<file path="src/design/mfi_map.svh">
/*
 Register offsets, field positions, reset values and timing counts of the
 multi-function input action block. Assumes byte addresses on Wishbone.
*/
`ifndef MFI_MAP_SVH
`define MFI_MAP_SVH
// ==========================================================
// Register byte offsets
`define MFI_CODE_BASE 8'h00
`define MFI_CTRL 8'h20
`define MFI_OPTIONS 8'h24
`define MFI_UP_RATE 8'h28
`define MFI_DOWN_RATE 8'h2c
`define MFI_FREQ 8'h30
`define MFI_CNT_TARGET 8'h34
`define MFI_CNT_VALUE 8'h38
`define MFI_STATUS 8'h3c
`define MFI_INT_STAT 8'h40
`define MFI_INT_MASK 8'h44
// ==========================================================
// Control register fields
`define MFI_CTRL_TERM_SRC 0
`define MFI_CTRL_TORQUE 1
`define MFI_CTRL_STOP_COAST 2
`define MFI_CTRL_RAMP_LO 4
`define MFI_CTRL_RAMP_HI 6
`define MFI_CTRL_FAULT_RST 8
// Options word: up/down value not retained
`define MFI_OPT_NO_RETAIN 7
// ==========================================================
// Interrupt bits
`define MFI_INT_FAULT 0
`define MFI_INT_REACHED 1
`define MFI_INT_RESTART 2
`define MFI_INT_COAST 3
// ==========================================================
// Reset values and timing counts
`define MFI_RST_RATE 16'h00fa
`define MFI_RST_TARGET 16'h0064
`define MFI_FREQ_MAX 16'hffff
`define MFI_RAMP_AUTO_MIN 3'h1
`define MFI_RAMP_AUTO_MAX 3'h4
`endif

</file>
<file path="src/design/mfi_input_actions_end.sv">
`timescale 1ns/100ps
`default_nettype none
`default_nettype wire

</file>
<file path="src/design/mfi_pkg.sv">
/*
 Types of the multi-function input action block: setting codes and
 drive states. Assumes nothing of its surroundings.
*/
`default_nettype none
package mfi_pkg;
  // Setting codes of a digital input terminal
  typedef enum logic [7:0] {
    MFI_FN_EXT_FAULT = 8'h0a,
    MFI_FN_COAST = 8'h0b,
    MFI_FN_PAUSE = 8'h0c,
    MFI_FN_LINEAR = 8'h0d,
    MFI_FN_ANA_ONE = 8'h0f,
    MFI_FN_ANA_TWO = 8'h10,
    MFI_FN_FORCE_STOP = 8'h12,
    MFI_FN_UP = 8'h13,
    MFI_FN_DOWN = 8'h14,
    MFI_FN_PID_OFF = 8'h15,
    MFI_FN_CNT_CLEAR = 8'h16,
    MFI_FN_CNT_PULSE = 8'h17,
    MFI_FN_JOG_FWD = 8'h18,
    MFI_FN_JOG_REV = 8'h19
  } mfi_func_t;
  // Drive sequencing states
  typedef enum logic [1:0] {
    MFI_DS_RUN = 2'b00,
    MFI_DS_FAULT = 2'b01,
    MFI_DS_PAUSE = 2'b10
  } mfi_state_t;
  // Analog source selection
  typedef enum logic [1:0] {
    MFI_SRC_NORMAL = 2'b00,
    MFI_SRC_ANA_ONE = 2'b01,
    MFI_SRC_ANA_TWO = 2'b10
  } mfi_src_t;
endpackage
`default_nettype wire

</file>
<file path="src/design/mfi_input_actions.sv">
/*
 Dispatcher from the setting codes of the digital input terminals to
 actions on the motor output stage, with a classic Wishbone slave.
 Assumes terminal levels already debounced and synchronous to core_clk,
 and a ramp generator and output stage that obey the action outputs.
*/
// Operation
// - External fault stops per method, latches until reset
// - Coast input cuts output, shows coast indication
// - Pause coasts, waits, restarts on release
// - Linear ramps while on, auto ramp off
// - Force analog source, input one wins
// - Force stop ramps or coasts per stop method
// - Up/down activation steps frequency one unit
// - Held up/down keeps stepping at rates
// - Frequency clears when stopped at zero
// - Options bit seven drops retained frequency
// - PID disabled while input on
// - Clear input zeroes and holds counter
// - Counter pulses count, compare with target
// - Jog inputs honoured only from terminals
// - Jog in torque mode forces speed mode
`include "mfi_map.svh"
`timescale 1ns/100ps
`default_nettype none
module mfi_input_actions #(
  parameter int NUM_INPUTS = 7
) (
  // Clock and reset
  input wire logic core_clk,
  input wire logic arst_n,
  // Wishbone slave
  input wire logic wb_cyc_i,
  input wire logic wb_stb_i,
  input wire logic wb_we_i,
  input wire logic [7:0] wb_adr_i,
  input wire logic [3:0] wb_sel_i,
  input wire logic [31:0] wb_dat_i,
  output logic [31:0] wb_dat_o,
  output logic wb_ack_o,
  // Terminals and drive status
  input wire logic [NUM_INPUTS-1:0] termIn,
  input wire logic driveStopped,
  input wire logic freqShowsZero,
  // Output stage actions
  output logic outputCoast,
  output logic rampStop,
  output logic faultShow,
  output logic coastShow,
  output logic outputWaiting,
  output logic restartPulse,
  output logic linearRamp,
  output mfi_pkg::mfi_src_t freqSource,
  output logic pidDisable,
  output logic [15:0] freqCmd,
  output logic jogFwd,
  output logic jogRev,
  output logic speedModeForce,
  output logic [15:0] counterValue,
  output logic counterReached,
  output logic irq
);
  import mfi_pkg::*;

  // ==========================================================
  // Parameter check
  if (NUM_INPUTS < 1 || NUM_INPUTS > 8) begin : gBadInputs
    $error("NUM_INPUTS must lie between 1 and 8");
  end

  // ==========================================================
  // State
  typedef struct packed {
    logic [NUM_INPUTS-1:0][7:0] codes;
    logic termSrc;
    logic torqueMode;
    logic stopCoast;
    logic [2:0] autoRamp;
    logic [15:0] options;
    logic [15:0] upRate;
    logic [15:0] downRate;
    logic [15:0] cntTarget;
    logic [15:0] cntVal;
    logic [15:0] freq;
    logic [15:0] rateCnt;
    logic prevUp;
    logic prevDown;
    logic prevCnt;
    logic prevReached;
    logic resetReq;
    mfi_state_t state;
    logic [3:0] intStat;
    logic [3:0] intMask;
    logic coast;
    logic rStop;
    logic fShow;
    logic cShow;
    logic waiting;
    logic restart;
    logic linear;
    mfi_src_t src;
    logic pidOff;
    logic jFwd;
    logic jRev;
    logic speedForce;
    logic reached;
    logic irq;
    logic ack;
    logic [31:0] dat;
  } mfi_regs_t;

  mfi_regs_t st_reg;
  mfi_regs_t st_next;

  // ==========================================================
  // Functions
  // Any terminal set to a code and on
  function automatic logic funcOn(input logic [NUM_INPUTS-1:0][7:0] codes,
                                  input logic [NUM_INPUTS-1:0] lvl,
                                  input mfi_func_t fn);
    logic hit;
    hit = 1'b0;
    for (int i = 0; i < NUM_INPUTS; i++) begin
      if (codes[i] == fn && lvl[i]) begin
        hit = 1'b1;
      end
    end
    return hit;
  endfunction

  // Byte-lane merge for writes
  function automatic logic [31:0] laneMerge(input logic [31:0] old,
                                            input logic [31:0] nw,
                                            input logic [3:0] sel);
    logic [31:0] res;
    res = old;
    for (int b = 0; b < 4; b++) begin
      if (sel[b]) begin
        res[b*8 +: 8] = nw[b*8 +: 8];
      end
    end
    return res;
  endfunction

  // ==========================================================
  // Decoded terminal functions
  logic faultIn, coastIn, pauseIn, linearIn, anaOneIn, anaTwoIn, forceStopIn;
  logic upIn, downIn, pidOffIn, cntClearIn, cntPulseIn, jogFwdIn, jogRevIn;

  // Terminal levels through the code table
  always_comb begin
    faultIn = funcOn(st_reg.codes, termIn, MFI_FN_EXT_FAULT);
    coastIn = funcOn(st_reg.codes, termIn, MFI_FN_COAST);
    pauseIn = funcOn(st_reg.codes, termIn, MFI_FN_PAUSE);
    linearIn = funcOn(st_reg.codes, termIn, MFI_FN_LINEAR);
    anaOneIn = funcOn(st_reg.codes, termIn, MFI_FN_ANA_ONE);
    anaTwoIn = funcOn(st_reg.codes, termIn, MFI_FN_ANA_TWO);
    forceStopIn = funcOn(st_reg.codes, termIn, MFI_FN_FORCE_STOP);
    upIn = funcOn(st_reg.codes, termIn, MFI_FN_UP);
    downIn = funcOn(st_reg.codes, termIn, MFI_FN_DOWN);
    pidOffIn = funcOn(st_reg.codes, termIn, MFI_FN_PID_OFF);
    cntClearIn = funcOn(st_reg.codes, termIn, MFI_FN_CNT_CLEAR);
    cntPulseIn = funcOn(st_reg.codes, termIn, MFI_FN_CNT_PULSE);
    jogFwdIn = funcOn(st_reg.codes, termIn, MFI_FN_JOG_FWD);
    jogRevIn = funcOn(st_reg.codes, termIn, MFI_FN_JOG_REV);
  end

  // ==========================================================
  // Next-state logic
  always_comb begin
    logic req, wr, rd, stepUp, stepDown, clearFreq, autoSel, jogOk;
    logic [31:0] rdData, wrWord;
    logic [3:0] events;
    logic [15:0] rate;
    req = 1'b0;
    wr = 1'b0;
    rd = 1'b0;
    rdData = 32'h0000_0000;
    wrWord = 32'h0000_0000;
    events = 4'h0;
    stepUp = 1'b0;
    stepDown = 1'b0;
    rate = 16'h0000;
    clearFreq = 1'b0;
    autoSel = 1'b0;
    jogOk = 1'b0;
    st_next = st_reg;

    // Bus handshake: ack one cycle, dropped the cycle after
    req = wb_cyc_i && wb_stb_i && !st_reg.ack;
    wr = req && wb_we_i;
    rd = req && !wb_we_i;
    st_next.ack = req;
    st_next.resetReq = 1'b0;

    // Read mux
    if (wb_adr_i < (`MFI_CODE_BASE + 8'(NUM_INPUTS * 4))) begin
      rdData = {24'h00_0000, st_reg.codes[wb_adr_i[4:2]]};
    end else begin
      case ({wb_adr_i[7:2], 2'b00})
        `MFI_CTRL: begin
          rdData[`MFI_CTRL_TERM_SRC] = st_reg.termSrc;
          rdData[`MFI_CTRL_TORQUE] = st_reg.torqueMode;
          rdData[`MFI_CTRL_STOP_COAST] = st_reg.stopCoast;
          rdData[`MFI_CTRL_RAMP_HI:`MFI_CTRL_RAMP_LO] = st_reg.autoRamp;
        end
        `MFI_OPTIONS: rdData = {16'h0000, st_reg.options};
        `MFI_UP_RATE: rdData = {16'h0000, st_reg.upRate};
        `MFI_DOWN_RATE: rdData = {16'h0000, st_reg.downRate};
        `MFI_FREQ: rdData = {16'h0000, st_reg.freq};
        `MFI_CNT_TARGET: rdData = {16'h0000, st_reg.cntTarget};
        `MFI_CNT_VALUE: rdData = {16'h0000, st_reg.cntVal};
        `MFI_STATUS: rdData = {16'h0000, st_reg.waiting, st_reg.reached,
                               st_reg.speedForce, st_reg.jRev, st_reg.jFwd,
                               st_reg.pidOff, st_reg.src, st_reg.linear,
                               st_reg.rStop, st_reg.coast, st_reg.fShow,
                               st_reg.cShow, 1'b0, st_reg.state};
        `MFI_INT_STAT: rdData = {28'h000_0000, st_reg.intStat};
        `MFI_INT_MASK: rdData = {28'h000_0000, st_reg.intMask};
        default: rdData = 32'h0000_0000;
      endcase
    end
    if (rd) begin
      st_next.dat = rdData;
    end

    // Register writes
    if (wr) begin
      wrWord = laneMerge(rdData, wb_dat_i, wb_sel_i);
      if (wb_adr_i < (`MFI_CODE_BASE + 8'(NUM_INPUTS * 4))) begin
        st_next.codes[wb_adr_i[4:2]] = wrWord[7:0];
      end else begin
        case ({wb_adr_i[7:2], 2'b00})
          `MFI_CTRL: begin
            st_next.termSrc = wrWord[`MFI_CTRL_TERM_SRC];
            st_next.torqueMode = wrWord[`MFI_CTRL_TORQUE];
            st_next.stopCoast = wrWord[`MFI_CTRL_STOP_COAST];
            st_next.autoRamp = wrWord[`MFI_CTRL_RAMP_HI:`MFI_CTRL_RAMP_LO];
            st_next.resetReq = wb_sel_i[1] && wb_dat_i[`MFI_CTRL_FAULT_RST];
          end
          `MFI_OPTIONS: st_next.options = wrWord[15:0];
          `MFI_UP_RATE: st_next.upRate = wrWord[15:0];
          `MFI_DOWN_RATE: st_next.downRate = wrWord[15:0];
          `MFI_CNT_TARGET: st_next.cntTarget = wrWord[15:0];
          `MFI_INT_MASK: st_next.intMask = wrWord[3:0];
          default: st_next.intMask = st_reg.intMask;
        endcase
      end
    end

    // Drive sequencing: fault over pause
    st_next.restart = 1'b0;
    case (st_reg.state)
      MFI_DS_RUN: begin
        if (faultIn) begin
          st_next.state = MFI_DS_FAULT;
          events[`MFI_INT_FAULT] = 1'b1;
        end else if (pauseIn) begin
          st_next.state = MFI_DS_PAUSE;
        end
      end
      MFI_DS_FAULT: begin
        if (!faultIn && st_reg.resetReq) begin
          st_next.state = MFI_DS_RUN;
        end
      end
      MFI_DS_PAUSE: begin
        if (faultIn) begin
          st_next.state = MFI_DS_FAULT;
          events[`MFI_INT_FAULT] = 1'b1;
        end else if (!pauseIn) begin
          st_next.state = MFI_DS_RUN;
          st_next.restart = 1'b1;
          events[`MFI_INT_RESTART] = 1'b1;
        end
      end
      default: st_next.state = MFI_DS_RUN;
    endcase

    // Output stage actions
    st_next.fShow = (st_next.state == MFI_DS_FAULT);
    st_next.cShow = coastIn;
    st_next.waiting = (st_next.state == MFI_DS_PAUSE);
    st_next.coast = coastIn || st_next.waiting ||
                    ((st_next.fShow || forceStopIn) && st_reg.stopCoast);
    st_next.rStop = (st_next.fShow || forceStopIn) && !st_reg.stopCoast;
    if (coastIn && !st_reg.cShow) begin
      events[`MFI_INT_COAST] = 1'b1;
    end

    // Auto ramp cancel
    autoSel = (st_reg.autoRamp >= `MFI_RAMP_AUTO_MIN) &&
              (st_reg.autoRamp <= `MFI_RAMP_AUTO_MAX);
    st_next.linear = !autoSel || linearIn;
    // Forced frequency source
    if (anaOneIn) begin
      st_next.src = MFI_SRC_ANA_ONE;
    end else if (anaTwoIn) begin
      st_next.src = MFI_SRC_ANA_TWO;
    end else begin
      st_next.src = MFI_SRC_NORMAL;
    end

    st_next.pidOff = pidOffIn;
    // Up/down frequency stepping
    st_next.prevUp = upIn;
    st_next.prevDown = downIn;
    rate = upIn ? st_reg.upRate : st_reg.downRate;
    if (upIn != downIn) begin
      if ((upIn && !st_reg.prevUp) || (downIn && !st_reg.prevDown)) begin
        stepUp = upIn;
        stepDown = downIn;
        st_next.rateCnt = 16'h0000;
      end else if (st_reg.rateCnt + 16'h0001 >= rate) begin
        stepUp = upIn;
        stepDown = downIn;
        st_next.rateCnt = 16'h0000;
      end else begin
        st_next.rateCnt = st_reg.rateCnt + 16'h0001;
      end
    end else begin
      st_next.rateCnt = 16'h0000;
    end
    clearFreq = driveStopped &&
                (freqShowsZero || st_reg.options[`MFI_OPT_NO_RETAIN]);
    if (clearFreq) begin
      st_next.freq = 16'h0000;
    end else if (stepUp && st_reg.freq != `MFI_FREQ_MAX) begin
      st_next.freq = st_reg.freq + 16'h0001;
    end else if (stepDown && st_reg.freq != 16'h0000) begin
      st_next.freq = st_reg.freq - 16'h0001;
    end

    // Pulse counter
    st_next.prevCnt = cntPulseIn;
    if (cntClearIn) begin
      st_next.cntVal = 16'h0000;
    end else if (cntPulseIn && !st_reg.prevCnt && st_reg.cntVal != 16'hffff) begin
      st_next.cntVal = st_reg.cntVal + 16'h0001;
    end
    st_next.reached = (st_next.cntVal >= st_reg.cntTarget);
    st_next.prevReached = st_next.reached;
    if (st_next.reached && !st_reg.prevReached) begin
      events[`MFI_INT_REACHED] = 1'b1;
    end
    // Jog with torque to speed switch
    jogOk = st_reg.termSrc && (st_next.state == MFI_DS_RUN);
    st_next.jFwd = jogOk && jogFwdIn;
    st_next.jRev = jogOk && jogRevIn && !jogFwdIn;
    st_next.speedForce = st_reg.torqueMode && (st_next.jFwd || st_next.jRev);
    // Sticky interrupts, set wins over read clear
    if (rd && {wb_adr_i[7:2], 2'b00} == `MFI_INT_STAT) begin
      st_next.intStat = events;
    end else begin
      st_next.intStat = st_reg.intStat | events;
    end
    st_next.irq = |(st_next.intStat & st_next.intMask);
  end

  // ==========================================================
  // State register
  always_ff @(posedge core_clk or negedge arst_n) begin
    if (!arst_n) begin
      st_reg <= '0;
      st_reg.upRate <= `MFI_RST_RATE;
      st_reg.downRate <= `MFI_RST_RATE;
      st_reg.cntTarget <= `MFI_RST_TARGET;
      st_reg.linear <= 1'b1;
      st_reg.state <= MFI_DS_RUN;
      st_reg.src <= MFI_SRC_NORMAL;
    end else begin
      st_reg <= st_next;
    end
  end

  // Outputs straight from the state register
  assign wb_dat_o = st_reg.dat;
  assign wb_ack_o = st_reg.ack;
  assign outputCoast = st_reg.coast;
  assign rampStop = st_reg.rStop;
  assign faultShow = st_reg.fShow;
  assign coastShow = st_reg.cShow;
  assign outputWaiting = st_reg.waiting;
  assign restartPulse = st_reg.restart;
  assign linearRamp = st_reg.linear;
  assign freqSource = st_reg.src;
  assign pidDisable = st_reg.pidOff;
  assign freqCmd = st_reg.freq;
  assign jogFwd = st_reg.jFwd;
  assign jogRev = st_reg.jRev;
  assign speedModeForce = st_reg.speedForce;
  assign counterValue = st_reg.cntVal;
  assign counterReached = st_reg.reached;
  assign irq = st_reg.irq;
endmodule // mfi_input_actions
`default_nettype wire

</file>
<file path="config.mk">
export PLATFORM = sky130hd
export DESIGN_NAME = mfi_input_actions
export DESIGN_NICKNAME = d
export VERILOG_FILES = /design/src/design/mfi_input_actions_end.sv /design/src/design/mfi_pkg.sv /design/src/design/mfi_input_actions.sv
export VERILOG_INCLUDE_DIRS = /design/src /design/src/design
export SDC_FILE = /design/constraint.sdc
export NUM_CORES = 1
export LEC_CHECK = 0
export BUFFER_PORTS_ARGS = -buffer_cell sky130_fd_sc_hd__buf_2
export CAP_MARGIN = 5
export CORE_ASPECT_RATIO = 1.75
export CORE_MARGIN = 3
export CORE_UTILIZATION = 45
export CTS_BUF_LIST = sky130_fd_sc_hd__clkbuf_8
export DETAILED_ROUTE_END_ITERATION = 6
export PLACE_DENSITY = 0.63
export SKIP_CTS_REPAIR_TIMING = 1
export SLEW_MARGIN = 20
export SYNTH_ARGS = -nofsm -noshare
export SYNTH_HDL_FRONTEND = slang
export SYNTH_SLANG_ARGS = --single-unit
</file>
<file path="constraint.sdc">
create_clock -name core_clk -period 6.7 [get_ports core_clk]
set_input_delay 0.67 -clock core_clk [delete_from_list [all_inputs] [get_ports core_clk]]
set_output_delay 0.67 -clock core_clk [all_outputs]
set_load 0.02 [all_outputs]
</file>
==> summary.txt <==
Outcome
  – Result of the run: finished, final reports clean

Detailed routing
  – Vias after detailed routing: 11.0k
  – Routed length per instance: 24.8 µm
  – Avg Vias per Cell: 6.09
  – Detailed Route Iter0 Violations: 748
  – Pre-Repair DR Iteration Count: 5
  – DRC violations left: 0
  – Total Wirelength: 44600 µm
  – Count of nets left with antenna violations after detail routing: 0

Hold path
  – Hold path endpoint: st_reg[58]
  – Min-delay src: wb_dat_i[8]
  – Class of the most critical hold timing path: input pin to flip-flop
  – Number of cells on the worst hold path: 2

Pwr
  – Leakage Power: 0.00708 µW
  – Power density cells: 197 mW/mm²
  – IR drop worst, VDD: 0.000117 V

Timing
  – Actual slew at the worst max-slew pin: 1.12 ns
  – Final critical-path share of the clock period: 0.916
  – Maximum clock frequency: 0.163 GHz
  – Number of setup violations in the final report: 0
  – Post-Route Setup TNS: 0 ns
  – RSZ-0062 raised after global routing: false
  – Hold Fails Final Rpt: 0
  – Post-layout worst setup margin: 0.564 ns
  – Max transition margin: 0.248
  – Largest clock skew in the final design: 0.0233 ns
  – Max Slew Vio Count: 0
  – Final period demand of the worst path: 6.14 ns

Critical path
  – Critical path class: flip-flop to flip-flop
  – Critical Path Source Type: flip-flop
  – Master of the slowest instance on the critical path: nor4b_2
  – Worst path arrival time: 6.55 ns
  – R2R Setup Slk: 0.56 ns
  – Worst Setup End Kind: flip-flop
  – Startpoint of the lowest-slack register-to-register path: st_reg[210]
  – Largest fanout on the critical path: 22
  – Delay of the slowest cell on the worst path: 0.64 ns
  – Count of cells along the worst register-to-register path: 22
  – Critical path cell sequence: nor4b_2 > nand2_1 > nor4_1 > nor4_2 > buf_12 > mux2i_1 > ha_1 > nand4_1 > nor2_1 > o2111a_1 > a221oi_1 > o2111a_1 > or2_2 > ha_1 > and2_1 > a41o_1 > o2111ai_1 > a21oi_1 > o31ai_1 > nor3b_1 > o21a_1 > nor3_1
  – FF-to-FF End: freqCmd[15]
  – Required time worst endpoint: 7.11 ns

Synth
  – Most instantiated flip-flop cell in the synthesis netlist: dfrtp_1
  – Average cell area after synthesis: 10.1 µm²
  – Fraction of the yosys area taken by sequential cells: 0.404
  – Top cells by area in the synthesized netlist: dfrtp_1 (37%), mux2_2 (9.6%), ha_1 (4.6%)
  – Yosys synthesis warning count: 0
  – Synth area leader: dfrtp_1
  – Share of flip-flops with an asynchronous set or reset: 1.00
  – EDFF count, synth: 0
  – Count of unique library cells instantiated by Yosys: 79
  – Synth Register Bits: 220
  – Area fraction of the dominant cell type after synthesis: 0.373
  – Gate Count Post-Synth: 1360
  – Post-synth design cell area: 0.0137 mm²

Place
  – Detailed placement HPWL: 33800 µm
  – DP Area: 0.0140 mm²
  – Port Buffer Count: 101
  – Last weighted congestion value of the routability-driven placer: 0.991
  – Pre-CTS setup slack: 0.366 ns

Global routing
  – Total global routing track utilization: 0.274
  – Maximum number of pins on one net before global-route repair: 183
  – Vias in the first global route: 11.1k
  – Total congestion overflow after global routing: 0
  – Number of antenna violations at the first check in global routing: 1
  – Wire length of the first global-routing pass: 66500 µm

Job
  – Number of max-capacitance violations reported: 0

Finish
  – Max reg flops: 156
  – Layout filler cell count: 2838
  – Share of cells above drive strength 1: 0.240
  – Sequential cell area: 0.00553 mm²
  – Summed area of non-filler cells in the final layout: 0.0148 mm²
  – Antenna diodes: 0
  – Number of nets in the layout: 1500
  – Combined area of the multi-input logic cells: 0.00721 mm²
  – Relative area change from synthesis to final layout: 8.37%

Floorplanning
  – Die height: 237 µm
  – Number of placement rows: 83
  – Starting utilization of the core area: 0.461
  – Total I/O pin count: 138
  – Core region area: 0.0297 mm²
  – Horiz. Die Dim: 138 µm
  – Die ar.: 0.0326 mm²

Clock network
  – CTS H-tree depth: 2
  – Clock latency on the worst-skew pair: 0.56 ns
  – Clock root cell: clkbuf_8
  – TritonCTS Buffers: 36
  – Post-CTS clock slew at the launch and capture registers of the worst setup and hold paths: 0.07 ns
  – Clock Tree Buf Depth: 3
  – Total clock sinks: 220
  – CTS tree: yes
-- where the power goes --
group / internal (µW) / switching [µW] / total, µW
Clock: 662 / 562 / 1220
Combinational: 95.9 / 199 / 294
Sequential: 1370 / 37.9 / 1400
-- metrics by stage --
stage | util | hold slack, ns | total power (µW) | std cells
3_5_place_dp | 0.473 | 0.471 | 1720 | 1733
3_3_place_gp | 0.473 | 0.463 | 1710 | 1733
4_1_cts | 0.498 | -0.0379 | 2950 | 1799
5_1_grt | 0.499 | 0.385 | 3040 | 1801
2_1_floorplan | - | 0.374 | 1610 | 1375
6_report | 0.499 | 0.397 | 2920 | 1801
-- routing by layer --
layer	part of all wire	GRT usage
met1	0.34	0.280
met2	0.53	0.498
met4	0.081	0.188
met5	0.00018	0
met3	0.049	0.0415
-- cell usage after synthesis, drive strengths merged (7+ instances only) --
| cell | instances |
|---|---|
| a22o | 9 |
| nor3 | 40 |
| nand2b | 14 |
| buf | 89 |
| o211ai | 11 |
| o21ai | 65 |
| mux2 | 119 |
| and4b | 7 |
| a22oi | 12 |
| and2 | 13 |
| xnor2 | 26 |
| xor2 | 16 |
| a31oi | 7 |
| dfrtp | 204 |
| a21o | 11 |
| nor4 | 11 |
| nor2b | 17 |
| ha | 50 |
| dfstp | 16 |
| o22ai | 11 |
| clkbuf | 52 |
| o31ai | 8 |
| nand3 | 48 |
| nor2 | 93 |
| mux2i | 57 |
| mux4 | 14 |
| and3 | 28 |
| a221oi | 8 |
| nand4 | 29 |
| nand2 | 99 |
| a21oi | 30 |
| o21a | 7 |
| inv | 48 |
-- critical path, delay by kind of cell, from the launching register on --
kind                     cells  cell delay, ns
AND/OR/NAND/NOR             10            2.50
AO/OA/AOI/OAI                8            1.95
adder cells (fa/ha/maj)      2            0.64
flip-flops                   1            0.40
multiplexers                 1            0.28
buffers and inverters        1            0.20
-- layout make-up --
class | instances | area share
Tap cell | 382 | 0.0322
Sequential cell | 220 | 0.373
Clock buffer | 43 | 0.0399
Multi-Input combinational cell | 966 | 0.486
Clock inverter | 23 | 0.0103
Timing Repair Buffer | 119 | 0.0471
Inverter | 48 | 0.0121
-- how the worst max path moves through the flow --
stage | start | to | slack [ns] | cells past startpoint
2_1_floorplan | termIn[3] | freqCmd[15] | 0.78 | 25
3_3_place_gp | termIn[3] | freqCmd[15] | 0.31 | 25
3_5_place_dp | termIn[3] | freqCmd[15] | 0.37 | 23
4_1_cts | st_reg[210] | freqCmd[15] | 0.63 | 22
5_1_grt | st_reg[210] | freqCmd[15] | 0.25 | 22
6_report | st_reg[210] | freqCmd[15] | 0.56 | 22
-- cell usage in the layout, fill, tap and decap left out, types with 38 or more instances in the layout --
cell type  netlist  routed
mux2_2         117     117
nand2_1         99      99
nor3_1          39      38
inv_1           48      64
nor2_1          89      89
clkbuf_8         0      43
o21ai_0         65      65
mux2i_1         57      57
buf_2           11     100
ha_1            50      50
dfrtp_1        204     204
nand3_1         48      48
-- cells by family after synthesis --
family	after synthesis	share of synthesized area
xor gates and xnor gates	42	0.0269
and+or+nand+nor	440	0.170
DFF	220	0.404
AOI/OAI and AO/OA	227	0.113
other	1	0.000274
adders and majority gates	51	0.0472
muxes	190	0.163
buffers and inverters	189	0.0762
No activity file was read; power rests on OpenSTA's default activity.
